--- src/logic/rtcc_map.svh ---
`ifndef RTCC_MAP_SVH
`define RTCC_MAP_SVH

// Byte addresses of the clock window at the top of the array
`define RTCC_ADDR_CTRL 15'h7ff8
`define RTCC_ADDR_SEC 15'h7ff9
`define RTCC_ADDR_MIN 15'h7ffa
`define RTCC_ADDR_HOUR 15'h7ffb
`define RTCC_ADDR_DAY 15'h7ffc
`define RTCC_ADDR_DATE 15'h7ffd
`define RTCC_ADDR_MONTH 15'h7ffe
`define RTCC_ADDR_YEAR 15'h7fff

// Control byte fields
`define RTCC_CTRL_WRITE_BIT 7
`define RTCC_CTRL_READ_BIT 6
`define RTCC_CTRL_SIGN_BIT 5
`define RTCC_CTRL_MAG_MSB 4

// Seconds and day byte fields
`define RTCC_SEC_HALT_BIT 7
`define RTCC_DAY_TEST_BIT 6
`define RTCC_DAY_CENT_EN_BIT 5
`define RTCC_DAY_CENT_BIT 4

// Packed decimal limits
`define RTCC_SEC_LAST 8'h59
`define RTCC_MIN_LAST 8'h59
`define RTCC_HOUR_LAST 8'h23
`define RTCC_WDAY_FIRST 8'h01
`define RTCC_WDAY_LAST 8'h07
`define RTCC_DATE_FIRST 8'h01
`define RTCC_MONTH_FIRST 8'h01
`define RTCC_MONTH_LAST 8'h12
`define RTCC_YEAR_LAST 8'h99

// Reset values
`define RTCC_CTRL_RESET 8'h00
`define RTCC_ZERO_RESET 8'h00
`define RTCC_ONE_RESET 8'h01

// Divider chain counts: stage lengths in oscillator cycles, then stages per second, last cycle minute, test divider bit
`define RTCC_STAGE_LEN 9'd256
`define RTCC_NEG_BLANK 9'd128
`define RTCC_STAGES_PER_SEC 8'd128
`define RTCC_CAL_CYCLE_LAST 6'd63
`define RTCC_TEST_DIV_MSB 5

`endif

--- src/logic/rtcc_pkg.sv ---
package rtcc_pkg;

  typedef struct packed {
    logic [7:0] sec;
    logic [7:0] min;
    logic [7:0] hour;
    logic [7:0] wday;
    logic [7:0] date;
    logic [7:0] month;
    logic [7:0] year;
  } rtcc_time_t;

  typedef struct packed {
    logic write_hold;
    logic read_hold;
    logic cal_sign;
    logic [4:0] cal_mag;
  } rtcc_ctrl_t;

  typedef struct packed {
    logic sel;
    logic rd;
    logic wr;
    logic [14:0] addr;
    logic [7:0] wdata;
  } rtcc_bus_req_t;

endpackage

--- src/logic/rtcc_top.sv ---
`timescale 1ns/1ns
`include "rtcc_map.svh"
// Overview of operation
// RQ1 - Calibrate by altering divide-by-256 stage counts
// RQ2 - Magnitude is five bits, values 0 to 31
// RQ3 - Sign bit one speeds up, zero slows
// RQ4 - 64-minute cycle, 62 eligible, one second each
// RQ5 - Adjust 256 cycles positive, 128 negative
// RQ6 - Magnitude N adjusts first 2N minutes only
// RQ7 - Net +512 or -256 cycles per step
// RQ8 - Test bit toggles bit zero at 512 Hz
// RQ9 - Test output taken ahead of calibration
// RQ10 - Test bit cleared at power-up
// RQ11 - Host clears test bit after testing
// RQ12 - Control: write, read, sign, magnitude
// RQ13 - Host writes zero to fixed-zero bits
// RQ14 - Century flag toggles at rollover when enabled
// RQ15 - Century bits writable without write bit
// RQ16 - Day byte: enable, flag, weekday 01-07
// RQ17 - Hour packed decimal 00-23, top bits zero
// RQ18 - Year packed decimal 00-99, tens high
// RQ19 - Write bit freezes; clearing loads counters
// RQ20 - Halt bit stops oscillator; restarts on clear
// RQ21 - Seconds, minutes, date, month ranges roll over
// RQ22 - Read bit freezes user-visible snapshot
module rtcc_top
  import rtcc_pkg::*;
(
  input wire logic sys_clk,
  input wire logic rst_n,
  input wire logic clk_en,
  input wire logic osc_tick,
  input wire rtcc_bus_req_t bus_req,
  output logic [7:0] bus_rdata,
  output logic bus_rvalid
);

  ////////////////////////////////////////////////////////////////////////////
  // Packed decimal helpers

  function automatic logic [8:0] bcd_step(input logic [7:0] v, input logic [7:0] last,
                                          input logic [7:0] first);
    logic [8:0] r;
    r = {1'b0, v};
    if (v >= last) begin
      r = {1'b1, first};
    end else if (v[3:0] >= 4'h9) begin
      r = {1'b0, v[7:4] + 4'h1, 4'h0};
    end else begin
      r = {1'b0, v[7:4], v[3:0] + 4'h1};
    end
    return r;
  endfunction

  function automatic logic leap_year(input logic [7:0] y);
    logic r;
    r = 1'b0;
    if (!y[4] && (y[3:0] == 4'h0 || y[3:0] == 4'h4 || y[3:0] == 4'h8)) begin
      r = 1'b1;
    end else if (y[4] && (y[3:0] == 4'h2 || y[3:0] == 4'h6)) begin
      r = 1'b1;
    end
    return r;
  endfunction

  function automatic logic [7:0] month_last(input logic [7:0] m, input logic [7:0] y);
    logic [7:0] r;
    r = 8'h31;
    case (m)
      8'h02: r = leap_year(y) ? 8'h29 : 8'h28;
      8'h04, 8'h06, 8'h09, 8'h11: r = 8'h30;
      default: r = 8'h31;
    endcase
    return r;
  endfunction

  ////////////////////////////////////////////////////////////////////////////
  // State

  rtcc_ctrl_t ctrl;
  rtcc_time_t cnt;
  rtcc_time_t usr;
  logic osc_halt;
  logic freq_test_enable;
  logic century_toggle_enable;
  logic century_flag;
  logic [8:0] stage_cnt;
  logic [7:0] stage_idx;
  logic [5:0] cal_min;
  logic [5:0] test_div;
  logic data_line_zero;

  ////////////////////////////////////////////////////////////////////////////
  // Bus decode

  logic bus_wr;
  logic bus_rd;
  logic wr_ctrl;
  logic wr_sec;
  logic wr_day;
  logic wr_time;
  logic load_pulse;

  assign bus_wr = clk_en && bus_req.sel && bus_req.wr;
  assign bus_rd = clk_en && bus_req.sel && bus_req.rd && !bus_req.wr;
  assign wr_ctrl = bus_wr && bus_req.addr == `RTCC_ADDR_CTRL;
  assign wr_sec = bus_wr && bus_req.addr == `RTCC_ADDR_SEC;
  assign wr_day = bus_wr && bus_req.addr == `RTCC_ADDR_DAY;
  // Time fields take host data only while updates are frozen for setting
  assign wr_time = bus_wr && ctrl.write_hold;
  // Falling edge of the write bit hands the set time to the counters
  assign load_pulse = wr_ctrl && ctrl.write_hold && !bus_req.wdata[`RTCC_CTRL_WRITE_BIT]; // RQ19

  ////////////////////////////////////////////////////////////////////////////
  // Divider chain with calibration

  logic osc_run;
  logic adjust_sec;
  logic adj_pos;
  logic adj_neg;
  logic [8:0] stage_len;
  logic stage_end;
  logic [7:0] stage_inc;
  logic [7:0] stage_sum;
  logic sec_tick;
  logic [6:0] cal_limit;

  assign osc_run = clk_en && osc_tick && !osc_halt; // RQ20
  assign cal_limit = {1'b0, ctrl.cal_mag, 1'b0}; // RQ6
  // Only the first second of an eligible minute is touched; 2N never passes 62
  assign adjust_sec = cnt.sec == `RTCC_ZERO_RESET && {1'b0, cal_min} < cal_limit; // RQ4
  assign adj_pos = adjust_sec && ctrl.cal_sign && stage_idx == 8'd0; // RQ3
  assign adj_neg = adjust_sec && !ctrl.cal_sign && stage_idx == 8'd0; // RQ3
  // Negative: blank 128 pulses, stretching one 256 stage to 384
  assign stage_len = adj_neg ? `RTCC_STAGE_LEN + `RTCC_NEG_BLANK : `RTCC_STAGE_LEN; // RQ5
  assign stage_end = stage_cnt == stage_len - 9'd1;
  // Positive: split a pulse so one stage counts twice, 256 cycles early
  assign stage_inc = adj_pos ? 8'd2 : 8'd1; // RQ5
  assign stage_sum = stage_idx + stage_inc;
  assign sec_tick = osc_run && stage_end && stage_sum >= `RTCC_STAGES_PER_SEC; // RQ7

  always_ff @(posedge sys_clk) begin
    if (!rst_n) begin
      stage_cnt <= 9'd0;
      stage_idx <= 8'd0;
    end else if (load_pulse) begin
      stage_cnt <= 9'd0;
      stage_idx <= 8'd0;
    end else if (osc_run) begin
      if (stage_end) begin
        stage_cnt <= 9'd0;
        stage_idx <= sec_tick ? 8'd0 : stage_sum; // RQ1
      end else begin
        stage_cnt <= stage_cnt + 9'd1;
      end
    end
  end

  // Position within the 64-minute correction cycle
  always_ff @(posedge sys_clk) begin
    if (!rst_n) begin
      cal_min <= 6'd0;
    end else if (sec_tick && cnt.sec == `RTCC_SEC_LAST) begin
      cal_min <= cal_min == `RTCC_CAL_CYCLE_LAST ? 6'd0 : cal_min + 6'd1; // RQ4
    end
  end

  // Test divider sits on raw oscillator pulses, so calibration cannot move it
  always_ff @(posedge sys_clk) begin
    if (!rst_n) begin
      test_div <= 6'd0;
    end else if (osc_run) begin
      test_div <= test_div + 6'd1; // RQ9
    end
  end

  ////////////////////////////////////////////////////////////////////////////
  // Running counters

  rtcc_time_t next_cnt;
  logic century_roll;

  always_comb begin
    logic [8:0] s;
    logic [8:0] mi;
    logic [8:0] h;
    logic [8:0] wd;
    logic [8:0] d;
    logic [8:0] mo;
    logic [8:0] y;
    s = bcd_step(cnt.sec, `RTCC_SEC_LAST, `RTCC_ZERO_RESET); // RQ21
    mi = bcd_step(cnt.min, `RTCC_MIN_LAST, `RTCC_ZERO_RESET); // RQ21
    h = bcd_step(cnt.hour, `RTCC_HOUR_LAST, `RTCC_ZERO_RESET); // RQ17
    wd = bcd_step(cnt.wday, `RTCC_WDAY_LAST, `RTCC_WDAY_FIRST); // RQ16
    d = bcd_step(cnt.date, month_last(cnt.month, cnt.year), `RTCC_DATE_FIRST); // RQ21
    mo = bcd_step(cnt.month, `RTCC_MONTH_LAST, `RTCC_MONTH_FIRST); // RQ21
    y = bcd_step(cnt.year, `RTCC_YEAR_LAST, `RTCC_ZERO_RESET); // RQ18
    next_cnt = cnt;
    century_roll = 1'b0;
    next_cnt.sec = s[7:0];
    if (s[8]) begin
      next_cnt.min = mi[7:0];
      if (mi[8]) begin
        next_cnt.hour = h[7:0];
        if (h[8]) begin
          next_cnt.wday = wd[7:0];
          next_cnt.date = d[7:0];
          if (d[8]) begin
            next_cnt.month = mo[7:0];
            if (mo[8]) begin
              next_cnt.year = y[7:0];
              century_roll = y[8];
            end
          end
        end
      end
    end
  end

  always_ff @(posedge sys_clk) begin
    if (!rst_n) begin
      cnt <= '{sec: `RTCC_ZERO_RESET, min: `RTCC_ZERO_RESET, hour: `RTCC_ZERO_RESET,
               wday: `RTCC_ONE_RESET, date: `RTCC_ONE_RESET, month: `RTCC_ONE_RESET,
               year: `RTCC_ZERO_RESET};
    end else if (load_pulse) begin
      cnt <= usr; // RQ19
    end else if (sec_tick) begin
      cnt <= next_cnt;
    end
  end

  ////////////////////////////////////////////////////////////////////////////
  // User-visible registers

  always_ff @(posedge sys_clk) begin
    if (!rst_n) begin
      usr <= '{sec: `RTCC_ZERO_RESET, min: `RTCC_ZERO_RESET, hour: `RTCC_ZERO_RESET,
               wday: `RTCC_ONE_RESET, date: `RTCC_ONE_RESET, month: `RTCC_ONE_RESET,
               year: `RTCC_ZERO_RESET};
    end else if (wr_time) begin
      // Fixed-zero positions are not stored, so they always read back zero
      if (bus_req.addr == `RTCC_ADDR_SEC) begin
        usr.sec <= {1'b0, bus_req.wdata[6:0]}; // RQ21
      end else if (bus_req.addr == `RTCC_ADDR_MIN) begin
        usr.min <= {1'b0, bus_req.wdata[6:0]}; // RQ21
      end else if (bus_req.addr == `RTCC_ADDR_HOUR) begin
        usr.hour <= {2'b00, bus_req.wdata[5:0]}; // RQ17
      end else if (bus_req.addr == `RTCC_ADDR_DAY) begin
        usr.wday <= {5'b00000, bus_req.wdata[2:0]}; // RQ16
      end else if (bus_req.addr == `RTCC_ADDR_DATE) begin
        usr.date <= {2'b00, bus_req.wdata[5:0]}; // RQ21
      end else if (bus_req.addr == `RTCC_ADDR_MONTH) begin
        usr.month <= {3'b000, bus_req.wdata[4:0]}; // RQ21
      end else if (bus_req.addr == `RTCC_ADDR_YEAR) begin
        usr.year <= bus_req.wdata; // RQ18
      end
    end else if (clk_en && !ctrl.write_hold && !ctrl.read_hold) begin
      usr <= cnt; // RQ22
    end
  end

  ////////////////////////////////////////////////////////////////////////////
  // Control, halt, test and century bits

  always_ff @(posedge sys_clk) begin
    if (!rst_n) begin
      ctrl <= `RTCC_CTRL_RESET;
    end else if (wr_ctrl) begin
      ctrl.write_hold <= bus_req.wdata[`RTCC_CTRL_WRITE_BIT]; // RQ12
      ctrl.read_hold <= bus_req.wdata[`RTCC_CTRL_READ_BIT]; // RQ12
      ctrl.cal_sign <= bus_req.wdata[`RTCC_CTRL_SIGN_BIT]; // RQ3
      ctrl.cal_mag <= bus_req.wdata[`RTCC_CTRL_MAG_MSB:0]; // RQ2
    end
  end

  // Halt is honoured at once so the host can stop the clock without setting up
  always_ff @(posedge sys_clk) begin
    if (!rst_n) begin
      osc_halt <= 1'b0;
    end else if (wr_sec) begin
      osc_halt <= bus_req.wdata[`RTCC_SEC_HALT_BIT]; // RQ20
    end
  end

  always_ff @(posedge sys_clk) begin
    if (!rst_n) begin
      freq_test_enable <= 1'b0; // RQ10
      century_toggle_enable <= 1'b0;
    end else if (wr_day) begin
      freq_test_enable <= bus_req.wdata[`RTCC_DAY_TEST_BIT];
      century_toggle_enable <= bus_req.wdata[`RTCC_DAY_CENT_EN_BIT]; // RQ15
    end
  end

  // A rollover in the cycle of a host write still toggles the written value
  always_ff @(posedge sys_clk) begin
    if (!rst_n) begin
      century_flag <= 1'b0;
    end else if (clk_en) begin
      century_flag <= (wr_day ? bus_req.wdata[`RTCC_DAY_CENT_BIT] : century_flag) ^ // RQ15
        (sec_tick && !load_pulse && century_roll && century_toggle_enable); // RQ14
    end
  end

  ////////////////////////////////////////////////////////////////////////////
  // Read path

  logic [7:0] read_byte;

  assign data_line_zero = freq_test_enable && !osc_halt ? test_div[`RTCC_TEST_DIV_MSB] :
                          usr.sec[0]; // RQ8

  always_comb begin
    read_byte = 8'h00;
    if (bus_req.addr == `RTCC_ADDR_CTRL) begin
      read_byte = ctrl;
    end else if (bus_req.addr == `RTCC_ADDR_SEC) begin
      read_byte = {osc_halt, usr.sec[6:1], data_line_zero}; // RQ8
    end else if (bus_req.addr == `RTCC_ADDR_MIN) begin
      read_byte = usr.min;
    end else if (bus_req.addr == `RTCC_ADDR_HOUR) begin
      read_byte = usr.hour;
    end else if (bus_req.addr == `RTCC_ADDR_DAY) begin
      read_byte = {1'b0, freq_test_enable, century_toggle_enable, century_flag, 1'b0,
                   usr.wday[2:0]}; // RQ16
    end else if (bus_req.addr == `RTCC_ADDR_DATE) begin
      read_byte = usr.date;
    end else if (bus_req.addr == `RTCC_ADDR_MONTH) begin
      read_byte = usr.month;
    end else if (bus_req.addr == `RTCC_ADDR_YEAR) begin
      read_byte = usr.year;
    end
  end

  // Held read keeps resampling, so the test square wave shows on bit 0
  always_ff @(posedge sys_clk) begin
    if (!rst_n) begin
      bus_rdata <= 8'h00;
      bus_rvalid <= 1'b0;
    end else if (clk_en) begin
      bus_rvalid <= bus_rd;
      if (bus_rd) begin
        bus_rdata <= read_byte;
      end
    end
  end

endmodule

--- config.mk ---
export PLATFORM = sky130hd
export DESIGN_NAME = rtcc_top
export DESIGN_NICKNAME = d
export VERILOG_FILES = /design/src/logic/rtcc_pkg.sv /design/src/logic/rtcc_top.sv
export VERILOG_INCLUDE_DIRS = /design/src /design/src/logic
export SDC_FILE = /design/constraint.sdc
export NUM_CORES = 1
export LEC_CHECK = 0
export BUFFER_PORTS_ARGS = -buffer_cell sky130_fd_sc_hd__buf_2
export CORE_MARGIN = 4
export CORE_UTILIZATION = 25
export CTS_CLUSTER_SIZE = 30
export DETAILED_ROUTE_END_ITERATION = 6
export PLACE_DENSITY_LB_ADDON = 0.1
export SETUP_SLACK_MARGIN = 0.5
export SLEW_MARGIN = 30
export SYNTH_ARGS = -nofsm -noshare
export SYNTH_HDL_FRONTEND = slang
export SYNTH_SLANG_ARGS = --single-unit
--- constraint.sdc ---
create_clock -name sys_clk -period 3.9 [get_ports sys_clk]
set_clock_uncertainty 0.05 [all_clocks]
set_input_delay 0.195 -clock sys_clk [delete_from_list [all_inputs] [get_ports sys_clk]]
set_output_delay 0.195 -clock sys_clk [all_outputs]
set_load 0.005 [all_outputs]
# After elaboration in Yosys (flattened, before gate mapping)
# Cells that the tools add are included.
# Widths: inputs -> output; s select.
[op_classes]
eq_ne = 33
shift = 0
muxes = 61
div = 0
reduce_logical = 79
n_addsub = 19
bitwise = 2
multipliers = 0
magnitude_cmp = 16
[op_table]
columns = ["cell", "n"]
rows = [
  ["$mux 56", 4],
  ["$mux 8", 27],
  ["$eq 15x15->1 const B", 8],
  ["$mux 48", 2],
  ["$mux 40", 2],
  ["$mux 32", 2],
  ["$mux 9", 7],
  ["$add 4x1->4 const B", 14],
  ["$mux 16", 2],
  ["$ge 4x4->1 const B", 7],
  ["$logic_and 1x1->1", 28],
  ["$mux 24", 1],
  ["$reduce_bool 3->1", 7],
  ["$reduce_and 5->1", 4],
  ["$reduce_and 6->1", 3],
  ["$eq 8x3->1 const B", 2],
  ["$ge 8x7->1 const B", 2],
  ["$ge 8x8->1 const B", 2],
  ["$logic_not 8->1", 2],
  ["$ne 2x1->1 const B", 7],
  ["$reduce_and 7->1", 2],
  ["$reduce_bool 2->1", 7],
  ["$add 6x1->6 const B", 2],
  ["$ne 2x2->1 const B", 6],
  ["32 further kinds", 60],
]
[totals]
mem_bits_rw = 0
elab_cells = 245
latch_bits = 0
output_inout_bits = 9
rom_bits = 0
in_bits = 30
memories = 0
reg_bits = 162

# Depth between registers and ports, before layout
[depth]
word_depth = 17
mapped_depth = 14
mapped_depth_nobuf = 14

# Worst setup path after synthesis
# No wires, ideal clock.
[synth_path]
kind = "register to register"
start = "reg ctrl, in the netlist cal_limit[3]"
end = "reg cal_min[5]"
setup_ns = 0.071
path_slack_ns = 0.716
required_ns = 3.779
stages_incl_launch_ff = 15
period_less_slack_ns = 3.184
arrival_ns = 3.063
path_buffers = 0
cell_sequence = "dfxtp_1 > inv_1 > ha_1 > nand2_1 > o21ai_0 > nand2_1 > nand3_1 > inv_1 > ha_1 > a21oi_1 > or4_4 > a2111oi_4 > nand4_1 > or3_1 > a21oi_1"
[synth_between]
elab_chain_cells = 10
elab_cells_between_ends = 15
classes_between = "add/sub: 2; order compare: 2; eq/ne: 1; mux: 2; reduce/logical: 8"
[synth_lines]
columns = ["item", "line", "rtl"]
rows = [
  ["start: declaration", "rtcc_top.sv:80", "rtcc_ctrl_t ctrl;"],
  ["start signal: assignment", "rtcc_top.sv:267", "ctrl <= `RTCC_CTRL_RESET;"],
  ["$lt 6x6->1 *", "rtcc_top.sv:131", "assign adjust_sec = cnt.sec == `RTCC_ZERO_RESET && {1'b0, cal_min} < cal_limit;"],
  ["$logic_and 1x1->1 *", "rtcc_top.sv:131", ""],
  ["branches (longest 6 deep; another with $add 8x2->8)", "-", ""],
  ["$logic_and 1x1->1 (no line) * (2 in series)", "-", ""],
  ["end signal: assignment", "rtcc_top.sv:164", "cal_min <= cal_min == `RTCC_CAL_CYCLE_LAST ? 6'd0 : cal_min + 6'd1;"],
  ["end: declaration", "rtcc_top.sv:89", "logic [5:0] cal_min;"],
]
# Mark *: on every way between the ends.
# A chain may end at the register's enable or synchronous reset.

# Worst setup path after layout
[layout_path]
start = "reg cal_min[3]"
end = "reg cal_min[5]"
[layout_between]
elab_chain_cells = 10
elab_cells_between_ends = 18
classes_between = "add/sub: 3; order compare: 2; eq/ne: 2; mux: 3; reduce/logical: 8"
[layout_lines]
columns = ["item"]
rows = [
  ["branches (longest 10 deep; another with $add 8x2->8)"],
]
# Several ways; the timed one is not identified.

==> impl_metrics.tcl <==
set metrics [dict create \
    status "finished clean" \
    synth_cell_types 78 \
    antenna_found_initial 0 \
    syn_to_final_growth_pct 18.1 \
    clk_pin_slew_ps 60 \
    path_class "reg -> reg" \
    dpl.cell_count 1624 \
    grt_pass1_vias 8447 \
    pwr-share-comb_pct 5.3 \
    cap_violations 0 \
    pin_count 39 \
    grtUsageTotal_pct 17.0 \
    place.port_buffers 38 \
    final_cell_mix "dfxtp_1, nor2_1, a21oi_1" \
    leakagePower_uw 0.00403 \
    worstMarginPinSlew_ps 857 \
    period_share_pct 84.4 \
    power_frac_clock_pct 49.1 \
    hold_viol_final 0 \
    syn_area_per_cell_sq_um 8.00 \
    timing.hold.ws_ps 189 \
    rsz0062_at_grt "yes" \
    sw_frac_of_total_pct 23.9 \
    dieArea_sq_um 40000 \
    antenna_cells 0 \
    synth_nets 1239 \
    wl_um 34500 \
    cts-buffers-inserted 17 \
    first_iter_violations 663 \
    synth_top_cell_by_area "dfxtp_1" \
    async_reset_ff_share_pct 0 \
    ir_worst_vdd_mv 0.213 \
    crit_arrival_ps 3600 \
    core_sq_um 36500 \
    rows 70 \
    fmax_ghz 0.304 \
    clock_latency_ps 450 \
    crit_fanout 5 \
    final_nets 1276 \
    ys_ff_latch 162 \
    die_w_um 200 \
    power_density_nw_per_um2 342 \
    synth_ff_type "dfxtp_1" \
    drtAntennaViolNets 0 \
    setup-violations-final 0 \
    seq_power_share_pct 45.6 \
    fp.dieH_um 200 \
    holdCritPathClass "in -> reg" \
    synth-seq-area-share_pct 35.2 \
    required_ps 4210 \
    start_util_pct 25.3 \
    power.switching_uw 891 \
    cts-root-buf "clkbuf_16" \
    vias_per_cell 5.30 \
    nFillCells 3957 \
    post_drt_wl_per_cell_um 20.7 \
    endpoint_kind "flip-flop" \
    drc 0 \
    gp_congestion 0.793 \
    grt_pass1_wl_um 53400 \
    tns_ps 0 \
    synthTopCellsByArea "dfxtp_1, ha_1, a21oi_1" \
    cts_tree "built" \
    netlist_area_sq_um 9230 \
    synth_top_area_share_pct 35.2 \
    grt.overflow.total 0 \
    clk_path_buf_depth 2 \
    final_cells 1670 \
    period_needed_ps 3290 \
    yosysWarnings 0 \
    htreeDepth 4 \
    slew_headroom_pct 42.4 \
    cts.sinks 162 \
    hpwlAfterDp_um 24500 \
    slew_viol_final 0 \
    synthCells 1154 \
    dp_slack_ps 246 \
    crit_path_start_kind "flip-flop" \
    vias 8845 \
    fin_ws_ps 608 \
    grt_max_degree 51 \
    drt_pre_antenna_iters 5 \
    final_common_cell "dfxtp_1" \
    synth-edff-count 0 \
    p_int_uw 2840 \
    drive_above_1_share_pct 13.3 \
    power.total_uw 3730 \
]
==> layer usage <==
metal | vias to the layer above | global-route usage [%] | wire length [um]
li1 | 4332 | - | -
met1 | 4308 | 25.4 | 17700
met2 | 176 | 25.6 | 15100
met3 | 29 | 2.59 | 1220
met4 | 0 | 3.93 | 486
met5 | - | 0 | 0
==> sequential cells by signal, indices dropped and copies added (netlist names) <==
register / cells
bus_rdata: 8
bus_rvalid: 1
cal_limit: 5
cal_min: 6
century_flag: 1
century_toggle_enable: 1
cnt: 56
ctrl: 3
freq_test_enable: 1
osc_halt: 1
stage_cnt: 9
stage_idx: 8
test_div: 6
usr: 56
==> stage by stage <==
step	util (%)	instance area [sq um]
floorplan	-	9230
global placement	27.3	9970
detailed placement	27.3	9970
CTS	29.3	10700
global route	29.8	10900
finish	29.8	10900
==> path summary, 6_finish.rpt <==
check,slack (ps),depth (start not counted),endpoint,start
min,190,3,bus_rvalid,clk_en
max,610,14,cal_min[5],cal_min[3]
min reg2reg,410,2,cal_limit[5],cal_limit[5]
max reg2reg,610,14,cal_min[5],cal_min[3]
==> logic make-up (layout without fill, tap and decap cells) <==
logic type	count (synthesis)	in the layout	share of synthesized area (%)
AND/OR/NAND/NOR	409	409	22.6
adder cells (fa/ha/maj)	55	55	7.54
AO/OA/AOI/OAI	384	384	26.6
XOR/XNOR	13	13	1.23
buffers and inverters	112	160	4.73
flip-flops	162	162	35.2
multiplexers	19	19	2.14
==> final cells by class <==
cell class / count / area, sq um / area share [%]
timing repair buffer: 83 / 561 / 5.14
inverter: 47 / 178 / 1.63
multi-input combinational: 880 / 5710 / 52.4
tap: 468 / 586 / 5.37
clock buffer: 20 / 457 / 4.19
clock inverter: 10 / 159 / 1.46
sequential: 162 / 3250 / 29.8
==> Yosys cell counts (13+ instances only) <==
| library cell | number |
|---|---|
| a211oi_1 | 53 |
| a21oi_1 | 116 |
| a22oi_1 | 16 |
| a31oi_1 | 15 |
| and2_1 | 15 |
| and3_1 | 23 |
| clkbuf_1 | 52 |
| dfxtp_1 | 162 |
| ha_1 | 54 |
| inv_1 | 45 |
| mux2i_1 | 13 |
| nand2_1 | 81 |
| nand3_1 | 52 |
| nand4_1 | 15 |
| nor2_1 | 118 |
| nor3_1 | 30 |
| o21ai_0 | 89 |
==> what timing repair did <==
action                                 in CTS  in global routing
endpoints found under the hold margin       9                  1
setup buffers                               2                  6
gates cloned                                0                  0
resized for setup                           5                 31
setup endpoints to repair                  46                 59
pin swaps                                   2                 11
hold buffers                                7                  1
==> power groups by stage <==
stage          registers (uW)  logic [uW]  clock network (uW)
6_report                 1700         198                1830
5_1_grt                  1700         220                1930
4_1_cts                  1700         199                1870
3_5_place_dp             1740         192                   0
3_3_place_gp             1740         193                   0
2_1_floorplan            1730         119                   0
==> worst max-delay path: stages (launching register included) <==
cell and delay [ps]:
dfxtp_1 350, ha_1 310, nand2_1 70, o21ai_2 180, nand2_1 90, nand3_2 110
inv_2 60, ha_4 280, a21oi_4 70, or4_4 560, a2111oi_4 360, buf_4 190
nand4_1 100, or3_1 320, a21oi_1 120
Note: power is estimated with default switching activity, not from simulation.
